### src/hdl/ecc_map.svh
`ifndef ECC_MAP_SVH
`define ECC_MAP_SVH

// Register byte offsets.
`define ECC_REG_CTRL 8'h00
`define ECC_REG_SEL 8'h04
`define ECC_REG_THR 8'h08
`define ECC_REG_TIME 8'h0c
`define ECC_REG_CLOCK 8'h10
`define ECC_REG_STATUS 8'h14

// Field positions.
`define ECC_CTRL_PROGRAM_SELECT_LSB 0
`define ECC_CTRL_LOADFN_LSB 4
`define ECC_CTRL_AUXFN_LSB 8
`define ECC_CTRL_SENSE_LSB 12
`define ECC_SEL_START_LSB 0
`define ECC_SEL_STOP_LSB 4
`define ECC_SEL_CSQ_LSB 8
`define ECC_SEL_AUXQ_LSB 12
`define ECC_THR_START_LSB 0
`define ECC_THR_STOP_LSB 8
`define ECC_THR_TEMP_LSB 16
`define ECC_THR_EXTERNAL_SENSE_VOLTAGE_LSB 24
`define ECC_TIME_THR_LSB 0

// Reset values.
`define ECC_RST_CTRL 32'h0000_0000
`define ECC_RST_SEL 32'h0000_0000
`define ECC_RST_THR 32'h5000_0000
`define ECC_RST_TIME 32'h0000_0000

// Codes and encodings.
`define ECC_PROGRAM_SELECT_EVENT 3'h4
`define ECC_FN_EVENT 4'h4
`define ECC_FN_EVENT_ALT 4'h5
`define ECC_SENSE_EXT 2'h2
`define ECC_EXTERNAL_SENSE_VOLTAGE_ZERO 8'h50
`define ECC_AUXQ_NO_LBD 4'h8
`define ECC_TOD_LAST 8'hef
`define ECC_TOD_STEP_MIN 3'h6

// Timing: sampling interval and minute, in seconds, at a 40 MHz clock.
`define ECC_CLK_HZ 40000000
`define ECC_SAMPLE_S 1
`define ECC_MINUTE_S 60

`endif

### src/hdl/ecc_pkg.sv
package ecc_pkg;

  typedef enum logic {
    ecc_ev_off,
    ecc_ev_on
  } ecc_event_type;

  typedef logic [3:0] ecc_code_type;
  typedef logic [10:0] ecc_minutes_type;

endpackage : ecc_pkg

### src/hdl/ecc_event_ctrl.sv
`timescale 1ns/1ps
`include "ecc_map.svh"

module ecc_event_ctrl #(
  parameter int unsigned SAMPLE_CYCLES = `ECC_CLK_HZ * `ECC_SAMPLE_S,
  parameter longint unsigned MINUTE_CYCLES = 64'(`ECC_CLK_HZ) * 64'(`ECC_MINUTE_S)
) (
  input wire logic pclk,
  input wire logic presetn,
  input wire logic psel,
  input wire logic penable,
  input wire logic pwrite,
  input wire logic [7:0] paddr,
  input wire logic [31:0] pwdata,
  output logic [31:0] prdata,
  output logic pready,
  output logic pslverr,
  input wire logic [7:0] solar_voltage,
  input wire logic [7:0] external_sense_voltage,
  input wire logic [7:0] temperature,
  input wire logic float_state,
  input wire logic night,
  input wire logic low_battery_cutoff,
  input wire logic push_button_input,
  output logic load_terminal_on,
  output logic aux_terminal_on,
  output logic event_on,
  output logic [2:0] status_digits
);

  logic [31:0] ctrl_ff, nxt_ctrl, sel_ff, nxt_sel, thr_ff, nxt_thr, time_ff, nxt_time;
  logic [31:0] prdata_ff, nxt_prdata, rd_data;
  logic pready_ff, nxt_pready, pslverr_ff, nxt_pslverr, setup, wr_en, mapped;
  logic sample_tick, minute_tick, tod_load;
  logic [7:0] tod;
  logic [2:0] program_select;
  ecc_pkg::ecc_code_type load_output_function, aux_output_function;
  logic [1:0] sense_input_config;
  ecc_pkg::ecc_code_type start_condition_select, stop_sel;
  ecc_pkg::ecc_code_type charge_state_qualifier_mode, auxiliary_qualifier_mode;
  logic [7:0] start_value, stop_value, temp_thr, external_sense_voltage_thr, time_thr;

  assign program_select = ctrl_ff[`ECC_CTRL_PROGRAM_SELECT_LSB +: 3];
  assign load_output_function = ctrl_ff[`ECC_CTRL_LOADFN_LSB +: 4];
  assign aux_output_function = ctrl_ff[`ECC_CTRL_AUXFN_LSB +: 4];
  assign sense_input_config = ctrl_ff[`ECC_CTRL_SENSE_LSB +: 2];
  assign start_condition_select = sel_ff[`ECC_SEL_START_LSB +: 4];
  assign stop_sel = sel_ff[`ECC_SEL_STOP_LSB +: 4];
  assign charge_state_qualifier_mode = sel_ff[`ECC_SEL_CSQ_LSB +: 4];
  assign auxiliary_qualifier_mode = sel_ff[`ECC_SEL_AUXQ_LSB +: 4];
  assign start_value = thr_ff[`ECC_THR_START_LSB +: 8];
  assign stop_value = thr_ff[`ECC_THR_STOP_LSB +: 8];
  assign temp_thr = thr_ff[`ECC_THR_TEMP_LSB +: 8];
  assign external_sense_voltage_thr = thr_ff[`ECC_THR_EXTERNAL_SENSE_VOLTAGE_LSB +: 8];
  assign time_thr = time_ff[`ECC_TIME_THR_LSB +: 8];

  ecc_timebase #(
    .SAMPLE_CYCLES(SAMPLE_CYCLES),
    .MINUTE_CYCLES(MINUTE_CYCLES)
  ) u_timebase (
    .pclk(pclk),
    .presetn(presetn),
    .tod_load(tod_load),
    .tod_value(pwdata[7:0]),
    .sample_tick(sample_tick),
    .minute_tick(minute_tick),
    .time_of_day(tod)
  );

  // APB slave: the setup cycle prepares the answer, the access cycle carries it.
  assign setup = psel && !penable;
  assign wr_en = psel && penable && pready_ff && pwrite && !pslverr_ff;
  assign tod_load = wr_en && (paddr == `ECC_REG_CLOCK);

  logic [31:0] status_word;
  ecc_pkg::ecc_event_type ev_ff, nxt_ev;
  logic [2:0] digits_ff, nxt_digits;
  logic load_ff, nxt_load, aux_ff, nxt_aux;

  assign status_word = {24'h0, 2'b00, aux_ff, load_ff, digits_ff, ev_ff == ecc_pkg::ecc_ev_on};

  always_comb begin
    mapped = 1'b1;
    unique case (paddr)
      `ECC_REG_CTRL: rd_data = ctrl_ff;
      `ECC_REG_SEL: rd_data = sel_ff;
      `ECC_REG_THR: rd_data = thr_ff;
      `ECC_REG_TIME: rd_data = time_ff;
      `ECC_REG_CLOCK: rd_data = {24'h0, tod};
      `ECC_REG_STATUS: rd_data = status_word;
      default: begin
        rd_data = 32'h0;
        mapped = 1'b0;
      end
    endcase
    nxt_pready = setup;
    nxt_prdata = (setup && !pwrite && mapped) ? rd_data : 32'h0;
    nxt_pslverr = setup && (!mapped || (pwrite && paddr == `ECC_REG_STATUS));
    nxt_ctrl = ctrl_ff;
    nxt_sel = sel_ff;
    nxt_thr = thr_ff;
    nxt_time = time_ff;
    if (wr_en) begin
      unique case (paddr)
        `ECC_REG_CTRL: nxt_ctrl = {18'h0, pwdata[13:8], pwdata[7:4], 1'b0, pwdata[2:0]};
        `ECC_REG_SEL: nxt_sel = {16'h0, pwdata[15:0]};
        `ECC_REG_THR: nxt_thr = pwdata;
        `ECC_REG_TIME: nxt_time = {24'h0, pwdata[7:0]};
        default: ;
      endcase
    end
  end

  always_ff @(posedge pclk or negedge presetn) begin
    if (!presetn) begin
      ctrl_ff <= `ECC_RST_CTRL;
      sel_ff <= `ECC_RST_SEL;
      thr_ff <= `ECC_RST_THR;
      time_ff <= `ECC_RST_TIME;
      prdata_ff <= 32'h0;
      pready_ff <= 1'b0;
      pslverr_ff <= 1'b0;
    end else begin
      ctrl_ff <= nxt_ctrl;
      sel_ff <= nxt_sel;
      thr_ff <= nxt_thr;
      time_ff <= nxt_time;
      prdata_ff <= nxt_prdata;
      pready_ff <= nxt_pready;
      pslverr_ff <= nxt_pslverr;
    end
  end

  // The push-button pin is asynchronous; a change counts once stages two and three agree.
  logic pb_s1_ff, pb_s2_ff, pb_s3_ff, pb_ff, nxt_pb;

  always_comb begin
    nxt_pb = (pb_s2_ff == pb_s3_ff) ? pb_s3_ff : pb_ff;
  end

  always_ff @(posedge pclk or negedge presetn) begin
    if (!presetn) begin
      pb_s1_ff <= 1'b0;
      pb_s2_ff <= 1'b0;
      pb_s3_ff <= 1'b0;
      pb_ff <= 1'b0;
    end else begin
      pb_s1_ff <= push_button_input;
      pb_s2_ff <= pb_s1_ff;
      pb_s3_ff <= pb_s2_ff;
      pb_ff <= nxt_pb;
    end
  end

  // Repeat-interval length in minutes; zero means the interval never expires.
  function automatic ecc_pkg::ecc_minutes_type interval_min(input logic is_start,
                                                            input ecc_pkg::ecc_code_type code,
                                                            input logic [7:0] value);
    interval_min = 11'h0;
    unique case (code)
      4'h8: interval_min = is_start ? 11'h00a : 11'h001;
      4'h9: interval_min = is_start ? 11'h01e : 11'h003;
      4'ha: interval_min = is_start ? 11'h03c : 11'h006;
      4'hb: interval_min = is_start ? 11'h078 : 11'h00c;
      4'he: interval_min = is_start ? 11'(value) : 11'h0;
      4'hf: interval_min = is_start ? 11'(value) * 11'h006 : 11'h0;
      default: interval_min = 11'h0;
    endcase
  endfunction : interval_min

  logic sense_ok, pb_on, start_cond, stop_cond, cs_act, aux_act;
  logic start_go, stop_go, start_fire, stop_fire, lbd_overrides;
  ecc_pkg::ecc_minutes_type start_iv, stop_iv;
  ecc_pkg::ecc_minutes_type start_el_ff, nxt_start_el, stop_el_ff, nxt_stop_el;
  ecc_pkg::ecc_minutes_type run_ff, nxt_run;
  logic start_pend_ff, nxt_start_pend, stop_pend_ff, nxt_stop_pend;

  always_comb begin
    sense_ok = (sense_input_config == `ECC_SENSE_EXT);
    pb_on = sense_ok && pb_ff;
    start_iv = interval_min(1'b1, start_condition_select, start_value);
    stop_iv = interval_min(1'b0, stop_sel, stop_value);
    start_fire = minute_tick && (start_iv != 11'h0) && (start_el_ff + 11'h1 >= start_iv);
    stop_fire = minute_tick && (stop_iv != 11'h0) && (stop_el_ff + 11'h1 >= stop_iv);
    nxt_start_el = start_fire ? 11'h0 : (minute_tick ? start_el_ff + 11'h1 : start_el_ff);
    nxt_stop_el = stop_fire ? 11'h0 : (minute_tick ? stop_el_ff + 11'h1 : stop_el_ff);
    // A fresh expiry in the sampling cycle survives the consuming clear.
    nxt_start_pend = start_fire || (start_pend_ff && !sample_tick);
    nxt_stop_pend = stop_fire || (stop_pend_ff && !sample_tick);

    unique case (start_condition_select)
      4'h0: start_cond = solar_voltage > start_value;
      4'h1: start_cond = solar_voltage < start_value;
      4'h2: start_cond = sense_ok && (external_sense_voltage > start_value);
      4'h3: start_cond = sense_ok && (external_sense_voltage < start_value);
      4'h4: start_cond = pb_on && (tod > start_value);
      4'h5: start_cond = sense_ok && !pb_ff && (tod > start_value);
      4'h8, 4'h9, 4'ha, 4'hb: start_cond = start_pend_ff && (tod > start_value);
      4'hc: start_cond = tod > start_value;
      4'he, 4'hf: start_cond = start_pend_ff;
      default: start_cond = 1'b0;
    endcase

    unique case (stop_sel)
      4'h0: stop_cond = solar_voltage > stop_value;
      4'h1: stop_cond = solar_voltage < stop_value;
      4'h2: stop_cond = sense_ok && (external_sense_voltage > stop_value);
      4'h3: stop_cond = sense_ok && (external_sense_voltage < stop_value);
      4'h4: stop_cond = sense_ok && !pb_ff && (tod > stop_value);
      4'h5: stop_cond = pb_on && (tod > stop_value);
      4'h8, 4'h9, 4'ha, 4'hb: stop_cond = stop_pend_ff && (tod > stop_value);
      // A time threshold above 23.9 is never passed because the clock wraps.
      4'hc: stop_cond = tod > stop_value;
      4'he: stop_cond = run_ff >= 11'(stop_value);
      4'hf: stop_cond = run_ff >= 11'(stop_value) * 11'h006;
      default: stop_cond = 1'b0;
    endcase

    unique case (charge_state_qualifier_mode)
      4'h0: cs_act = 1'b1;
      4'h1: cs_act = float_state;
      4'h2: cs_act = night;
      4'h3: cs_act = !night;
      4'h5: cs_act = float_state && night;
      4'h6: cs_act = float_state && !night;
      default: cs_act = 1'b0;
    endcase

    // Sense voltage threshold and input share the offset code, so plain compare works.
    unique case (auxiliary_qualifier_mode)
      4'h0, 4'h8: aux_act = 1'b1;
      4'h1, 4'h9: aux_act = $signed(temperature) > $signed(temp_thr);
      4'h2, 4'ha: aux_act = $signed(temperature) < $signed(temp_thr);
      4'h3, 4'hb: aux_act = sense_ok && (external_sense_voltage > external_sense_voltage_thr);
      4'h4, 4'hc: aux_act = sense_ok && (external_sense_voltage < external_sense_voltage_thr);
      4'h5, 4'hd: aux_act = tod > time_thr;
      4'h6, 4'he: aux_act = tod < time_thr;
      default: aux_act = 1'b0;
    endcase

    start_go = start_cond && cs_act && aux_act;
    stop_go = stop_cond || !cs_act || !aux_act;
    lbd_overrides = auxiliary_qualifier_mode < `ECC_AUXQ_NO_LBD;
  end

  // Event flag, status digits and terminal drives.
  always_comb begin
    nxt_ev = ev_ff;
    nxt_digits = digits_ff;
    nxt_run = run_ff;
    if (minute_tick && ev_ff == ecc_pkg::ecc_ev_on && run_ff != 11'h7ff) begin
      nxt_run = run_ff + 11'h1;
    end
    if (program_select != `ECC_PROGRAM_SELECT_EVENT) begin
      nxt_ev = ecc_pkg::ecc_ev_off;
    end else if (sample_tick) begin
      unique case (ev_ff)
        ecc_pkg::ecc_ev_off: if (start_go) begin
          nxt_ev = ecc_pkg::ecc_ev_on;
          nxt_run = 11'h0;
        end
        ecc_pkg::ecc_ev_on: if (stop_go) begin
          nxt_ev = ecc_pkg::ecc_ev_off;
        end
      endcase
    end
    if (sample_tick) begin
      nxt_digits[2] = (ev_ff == ecc_pkg::ecc_ev_on) ? stop_cond : start_cond;
      nxt_digits[1] = cs_act;
      nxt_digits[0] = aux_act;
    end
    nxt_load = (ev_ff == ecc_pkg::ecc_ev_on) && (!lbd_overrides || !low_battery_cutoff) &&
               (load_output_function == `ECC_FN_EVENT ||
                load_output_function == `ECC_FN_EVENT_ALT);
    nxt_aux = (ev_ff == ecc_pkg::ecc_ev_on) && (!lbd_overrides || !low_battery_cutoff) &&
              (aux_output_function == `ECC_FN_EVENT ||
               aux_output_function == `ECC_FN_EVENT_ALT);
  end

  always_ff @(posedge pclk or negedge presetn) begin
    if (!presetn) begin
      ev_ff <= ecc_pkg::ecc_ev_off;
      digits_ff <= 3'h0;
      load_ff <= 1'b0;
      aux_ff <= 1'b0;
      run_ff <= 11'h0;
      start_el_ff <= 11'h0;
      stop_el_ff <= 11'h0;
      start_pend_ff <= 1'b0;
      stop_pend_ff <= 1'b0;
    end else begin
      ev_ff <= nxt_ev;
      digits_ff <= nxt_digits;
      load_ff <= nxt_load;
      aux_ff <= nxt_aux;
      run_ff <= nxt_run;
      start_el_ff <= nxt_start_el;
      stop_el_ff <= nxt_stop_el;
      start_pend_ff <= nxt_start_pend;
      stop_pend_ff <= nxt_stop_pend;
    end
  end

  assign prdata = prdata_ff;
  assign pready = pready_ff;
  assign pslverr = pslverr_ff;
  assign load_terminal_on = load_ff;
  assign aux_terminal_on = aux_ff;
  assign event_on = (ev_ff == ecc_pkg::ecc_ev_on);
  assign status_digits = digits_ff;

endmodule : ecc_event_ctrl

### src/hdl/ecc_timebase.sv
`timescale 1ns/1ps
`include "ecc_map.svh"

// Sampling tick, minute tick and the time-of-day counter in tenths of an hour.
module ecc_timebase #(
  parameter int unsigned SAMPLE_CYCLES = `ECC_CLK_HZ * `ECC_SAMPLE_S,
  parameter longint unsigned MINUTE_CYCLES = 64'(`ECC_CLK_HZ) * 64'(`ECC_MINUTE_S)
) (
  input wire logic pclk,
  input wire logic presetn,
  input wire logic tod_load,
  input wire logic [7:0] tod_value,
  output logic sample_tick,
  output logic minute_tick,
  output logic [7:0] time_of_day
);

  logic [31:0] samp_cnt_ff, nxt_samp_cnt;
  logic [31:0] min_cnt_ff, nxt_min_cnt;
  logic [2:0] step_ff, nxt_step;
  logic [7:0] tod_ff, nxt_tod;
  logic samp_ff, nxt_samp, min_ff, nxt_min;

  always_comb begin
    nxt_samp = (samp_cnt_ff == 32'(SAMPLE_CYCLES - 1));
    nxt_samp_cnt = nxt_samp ? 32'h0 : samp_cnt_ff + 32'h1;
    nxt_min = (min_cnt_ff == 32'(MINUTE_CYCLES - 1));
    nxt_min_cnt = nxt_min ? 32'h0 : min_cnt_ff + 32'h1;
    nxt_step = step_ff;
    nxt_tod = tod_ff;
    if (tod_load) begin
      nxt_step = 3'h0;
      nxt_tod = (tod_value > `ECC_TOD_LAST) ? 8'h0 : tod_value;
    end else if (min_ff) begin
      if (step_ff == `ECC_TOD_STEP_MIN - 3'h1) begin
        nxt_step = 3'h0;
        // Midnight wrap keeps every time-of-day value below 24.0 hours.
        nxt_tod = (tod_ff == `ECC_TOD_LAST) ? 8'h0 : tod_ff + 8'h1;
      end else begin
        nxt_step = step_ff + 3'h1;
      end
    end
  end

  always_ff @(posedge pclk or negedge presetn) begin
    if (!presetn) begin
      samp_cnt_ff <= 32'h0;
      min_cnt_ff <= 32'h0;
      step_ff <= 3'h0;
      tod_ff <= 8'h0;
      samp_ff <= 1'b0;
      min_ff <= 1'b0;
    end else begin
      samp_cnt_ff <= nxt_samp_cnt;
      min_cnt_ff <= nxt_min_cnt;
      step_ff <= nxt_step;
      tod_ff <= nxt_tod;
      samp_ff <= nxt_samp;
      min_ff <= nxt_min;
    end
  end

  assign sample_tick = samp_ff;
  assign minute_tick = min_ff;
  assign time_of_day = tod_ff;

endmodule : ecc_timebase

### config.mk
export PLATFORM = sky130hd
export DESIGN_NAME = ecc_event_ctrl
export DESIGN_NICKNAME = d
export VERILOG_FILES = /design/src/hdl/ecc_pkg.sv /design/src/hdl/ecc_event_ctrl.sv /design/src/hdl/ecc_timebase.sv
export VERILOG_INCLUDE_DIRS = /design/src /design/src/hdl
export SDC_FILE = /design/constraint.sdc
export NUM_CORES = 1
export LEC_CHECK = 0
export ABC_AREA = 0
export BUFFER_PORTS_ARGS = -buffer_cell sky130_fd_sc_hd__buf_2
export CAP_MARGIN = 20
export CELL_PAD_IN_SITES_DETAIL_PLACEMENT = 2
export CELL_PAD_IN_SITES_GLOBAL_PLACEMENT = 2
export CORE_MARGIN = 2
export CORE_UTILIZATION = 42
export DETAILED_ROUTE_END_ITERATION = 8
export HOLD_SLACK_MARGIN = 0.03
export PLACE_DENSITY_LB_ADDON = 0.1
export SLEW_MARGIN = 25
export SYNTH_ARGS = -nofsm -noshare
export SYNTH_HDL_FRONTEND = slang
export SYNTH_HIERARCHICAL = 1
export SYNTH_SLANG_ARGS = --single-unit
### constraint.sdc
create_clock -name pclk -period 10.25 [get_ports pclk]
set_input_delay 1.025 -clock pclk [delete_from_list [all_inputs] [get_ports pclk]]
set_output_delay 1.025 -clock pclk [all_outputs]
set_load 0.05 [all_outputs]
Yosys cells after proc, flatten, opt, wreduce, memory -nomap -nowiden
Index checks and enable logic that the tools add are counted.
Storage, ports and cells
  bits in registers: 225
  input port bits: 73
  output and inout port bits: 40
Cells by class
  $add $sub $neg: 7
  $mul: 2
  magnitude comparators: 22
  eq/ne operators: 59
  mux-type cells: 34
  bitwise logic cells: 1
  reductions and logical operators: 86
Operator list (number)
  case mux 32 bit (6 select lines): 1
  two-way mux 11 bit: 9
  two-way mux 32 bit: 3
  equality test 4 bit, second input constant: 21
  > comparator 8 bit: 9
  case mux 11 bit (6 select lines): 1
  adder 32 x 1 -> 32 bit, second input constant: 2
  less-than comparator 8 bit: 7
  equality test 4 x 3 -> 1 bit, second input constant: 13
  two-way mux 8 bit: 5
  logical AND 1 bit: 39
  adder 11 x 1 -> 11 bit, second input constant: 3
  greater-or-equal comparator 11 bit: 3
  equality test 32 x 26 -> 1 bit, second input constant: 1
  equality test 32 bit, second input constant: 1
  equality test 4 x 2 -> 1 bit, second input constant: 8
  nonzero test 11 bit: 2
  multiplier 8 x 2 -> 10 bit, second input constant: 2
  equality test 4 x 1 -> 1 bit, second input constant: 4
  equality test 8 x 4 -> 1 bit, second input constant: 2
  equality test 8 x 5 -> 1 bit, second input constant: 2
  logical NOT 4 bit: 4
  case mux 4 bit (4 select lines): 1
  OR reduction 2 bit: 8
  27 further kinds: 60

Longest topological paths before layout
  word-level depth: 10
  depth in mapped cells: 16
  gate-level depth less buffers: 16

Modules after synthesis
The synthesis kept the hierarchy.
Modules (own cells, without submodules)
  ecc_event_ctrl: times used 1, cells an instance 1052, area an instance 9868.2 um^2, seq. area each 3706.1 um^2
  ecc_timebase: times used 1, cells an instance 369, area an instance 3747.3 um^2, seq. area each 1926.8 um^2

Least setup slack after synthesis
Ideal clock, no wire load.
  kind: flip-flop to flip-flop
  from: register thr_ff[0]
  to: register start_el_ff[6]
  arrival: 3.445 ns
  path slack: 6.715 ns
  stages on the path, launching flop included: 16
  clock period less this slack: 3.535 ns
  cells stage by stage: dfrtp_1 -> ha_1 -> fa_1 -> a211oi_2 -> nor2_1 -> or2_2 -> a221o_1 -> ha_1 -> a21oi_1 -> nor2b_1 -> o21ai_0 -> nand2_1 -> o22ai_1 -> a41oi_2 -> or4b_1 -> o221ai_1
Between the ends
  cells in the longest elaborated chain, start to end: 6
  elaborated cells between the ends (all ways): 8
Ends and longest elaborated chain
  start, declared: RTL line ecc_event_ctrl.sv:31  | logic [31:0] ctrl_ff, nxt_ctrl, sel_ff, nxt_sel, thr_ff, nxt_thr, time_ff, nxt_time;
  start signal, assigned: RTL line ecc_event_ctrl.sv:118  | thr_ff <= `ECC_RST_THR;
  start signal, assigned: RTL line ecc_event_ctrl.sv:126  | thr_ff <= nxt_thr;
  multiplier 8 x 2 -> 10 bit: RTL line ecc_event_ctrl.sv:166  | 4'hf: interval_min = is_start ? 11'(value) * 11'h006 : 11'h0;
  case mux 11 bit (6 select lines) *: RTL line ecc_event_ctrl.sv:160  | unique case (code)
  branches (longest 2 deep; another with greater-or-equal comparator 11 bit)
  logical AND 1 bit *: RTL line ecc_event_ctrl.sv:183  | start_fire = minute_tick && (start_iv != 11'h0) && (start_el_ff + 11'h1 >= start_iv);
  two-way mux 11 bit or nonzero test 2 bit (tied branches)
  end signal, assigned: RTL line ecc_event_ctrl.sv:297  | start_el_ff <= nxt_start_el;
  end, declared: RTL line ecc_event_ctrl.sv:174  | ecc_pkg::ecc_minutes_type start_el_ff, nxt_start_el, stop_el_ff, nxt_stop_el;
Every way passes the cells marked *.
A chain may end at the register's enable or synchronous reset.

Worst setup path in the final report
Same ends and word-level chain as after synthesis.

==> flow_metrics.py <==
metrics = {
    "outcome": {
        "status": "completed",
    },
    "pwr": {
        "p_total_mw": 1.94,
        "ir_drop_mv": 0.152,
        "leakage_nw": 7.14,
        "power_density_mw_per_mm2": 126,
    },
    "clock_tree": {
        "root_buffer": "clkbuf_16",
        "cts_inserted_buffers": 27,
        "post_cts_buffers": 0,
        "cts_tree": "built",
        "clock_path_buffers": 3,
        "cts.sinks": 225,
        "clkTransAtPathRegs_ns": 0.06,
        "htreeDepth": 1,
        "insertion_delay_ns": 0.56,
        "hold_buffers": 0,
        "cts_resized": 0,
    },
    "timing": {
        "hold_ws_ns": 0.377,
        "finalSetupTns_ns": 0,
        "worst_pin_slew_ns": 1.07,
        "hold_viol_final": 0,
        "post-route-period-util": 0.411,
        "finClkSkew_ns": 0.00924,
        "maxSlewHeadroom": 0.289,
        "min_period_ns": 4.21,
        "maxSlewViolCount": 0,
        "rsz0062_at_grt": "false",
        "setup_viol_count_final": 0,
        "clock.fmax_mhz": 237,
    },
    "die": {
        "initial_core_util": 0.429,
        "core_area_mm2": 0.0317,
        "row_count": 65,
        "die_area_mm2": 0.0339,
        "dieHeight_um": 184,
        "die_x_um": 184,
        "io_pins": 113,
    },
    "yosys": {
        "yosysWarnings": 6,
        "synth_top_area_cell": "dfrtp_1",
        "yosysMostFrequentCell": "dfrtp_1",
        "async_reset_ff_frac": 1.00,
        "avgSynthCellArea_um2": 9.58,
        "ys_types": 83,
        "synth_top_area_share": 0.410,
        "ys_ff_latch": 225,
        "synthTopCellsByArea": "dfrtp_1 41%, ha_1 12%, nand2_1 3.8%, xnor2_1 3.4%, o21ai_0 3.3%",
        "seq_area_frac_synth": 0.414,
        "synth_common_cells": "223 x dfrtp_1, 139 x nand2_1, 127 x ha_1",
        "synth_area_mm2": 0.0136,
        "synthFlopType": "dfrtp_1",
        "syn_nets": 1623,
        "synth_edf_count": 0,
        "netlist_instances": 1421,
    },
    "setup_path": {
        "cp_max_fo": 13,
        "critPathLaunchType": "register",
        "critPathMaxStageDelay_ns": 0.60,
        "path_common_cell": "ha_1",
        "cpLargestDelayFamily": "compound AO/OA/AOI/OAI gates",
        "path_cells": "ha_1, fa_1, a211oi_2, nor2_1, or2_2, a221o_1, ha_1, a21oi_1, nor2b_1, o21ai_0, nand2_1, o22ai_1, a41oi_2, or4b_1, o221ai_1",
        "cp_slowest_cell": "or4b_1",
        "end_kind": "register",
        "crit_required_ns": 10.72,
        "arrival_ns": 4.68,
        "worstSetupPathType": "reg2reg",
        "path_buf_inv": 0,
    },
    "layout": {
        "antennaDiodeCount": 0,
        "fillers": 3395,
        "fin_nets": 1719,
        "layout-drive-gt1-share": 0.151,
        "postLayoutCoreUtil": 0.486,
        "syn2layout_area_growth_pct": 13.3,
    },
    "placement": {
        "hpwl_um": 33300,
        "gp_congestion": 0.813,
        "io_buffers": 112,
    },
    "detailed_routing": {
        "drtPass1Iterations": 8,
        "ant_nets": 0,
        "avgRoutedWirePerCell_um": 23.9,
        "drt_wl_total_um": 46400,
        "drtIter0Drc": 575,
        "num_vias": 11684,
        "viasPerCell": 6.02,
        "drc": 0,
    },
    "run": {
        "maxCapViolCount": 0,
    },
    "global_route": {
        "antenna_found_initial": 0,
        "grt_use_total": 0.284,
        "overflow": 0,
        "grt_max_degree": 102,
        "grt_pass1_wl_um": 75200,
        "grt_pass1_vias": 13136,
    },
    "hold_path": {
        "hold_class": "reg2reg",
    },
}
## area by class of cell
class                   instances  area (um^2)  area share
multi-input cells            1069         7490       0.486
flip-flops and latches        225         5630       0.365
clock buffers                  37          773      0.0501
repair buffers                120          631      0.0409
well taps                     402          503      0.0326
inverters                      74          278      0.0180
clock inverters                13          115     0.00746
## logic make-up after synthesis
group	count (synthesis)	synth area share
flops	225	0.414
simple gates	521	0.202
buf+inv	127	0.0375
compound gates	291	0.138
fa+ha+maj	130	0.120
xor+xnor	85	0.0547
mux	42	0.0339
## state kept, by name, indices dropped and copies added, names as in the netlist, 3 cells and up
name,cells
u_timebase/step_ff,3
status_digits,3
u_timebase/samp_cnt_ff,32
start_el_ff,11
u_timebase/min_cnt_ff,32
thr_ff,32
ctrl_ff,13
prdata,32
sel_ff,16
u_timebase/time_of_day,8
run_ff,11
time_ff,8
stop_el_ff,11
## metal layers
layer  vias to the layer above  track usage  part of all wire
met2                       218        0.492              0.49
met3                        76       0.0363             0.038
met1                      6046        0.372              0.44
li1                       5344            -                 -
met5                         -            0                 0
met4                         0       0.0784             0.027
## worst reg2reg max path: stages (launching register included)
cell      delay, ns
dfrtp_1        0.51
ha_1           0.32
fa_1           0.44
a211oi_2       0.30
nor2_1         0.16
or2_2          0.32
a221o_1        0.30
ha_1           0.30
a21oi_1        0.16
nor2b_1        0.06
o21ai_0        0.17
nand2_1        0.08
o22ai_1        0.16
a41oi_2        0.16
or4b_1         0.60
o221ai_1       0.09
## power breakdown
part           switching, mW  internal (mW)
Clock                  0.409          0.556
Sequential           0.00390          0.891
Combinational         0.0566         0.0269
Total                  0.469           1.47
## through the flow
stage	cell area, um^2	setup WS (ns)	std cells
after detailed placement	14500	5.93	1890
final	15400	6.04	1940
after global routing	15400	5.77	1940
after floorplan	13600	6.71	1421
after global placement	14500	6.10	1890
after CTS	15400	6.05	1940
## worst paths after layout
path | from | endpoint | slack (ns) | cells past startpoint
max | thr_ff[0]$_DFFE_PN0P_ | start_el_ff[6]$_DFFE_PN0P_ | 6.04 | 15
min | pb_s1_ff$_DFF_PN0_ | pb_s2_ff$_DFF_PN0_ | 0.38 | 0
max reg2reg | thr_ff[0]$_DFFE_PN0P_ | start_el_ff[6]$_DFFE_PN0P_ | 6.04 | 15
min reg2reg | pb_s1_ff$_DFF_PN0_ | pb_s2_ff$_DFF_PN0_ | 0.38 | 0
max in group asynchronous | presetn | u_timebase/step_ff[2]$_DFFE_PN0P_ | 8.25 | 2
min in group asynchronous | presetn | prdata[29]$_DFF_PN0_ | 0.51 | 1
## cells in the final DEF, fill, tap and decap left out, types with 12 or more instances in the layout
master,instances
a21o_1,12
a21oi_1,63
a222oi_1,14
a31oi_1,21
and3_1,29
buf_2,111
clkbuf_16,27
dfrtp_1,223
ha_1,127
inv_1,74
mux2_2,33
nand2_1,139
nand3_1,58
nand4_1,49
nor2_1,98
nor2b_1,25
nor3_1,31
o21ai_0,90
o22ai_1,15
xnor2_1,53
xor2_1,32
Note: power is estimated with default switching activity, not from simulation.
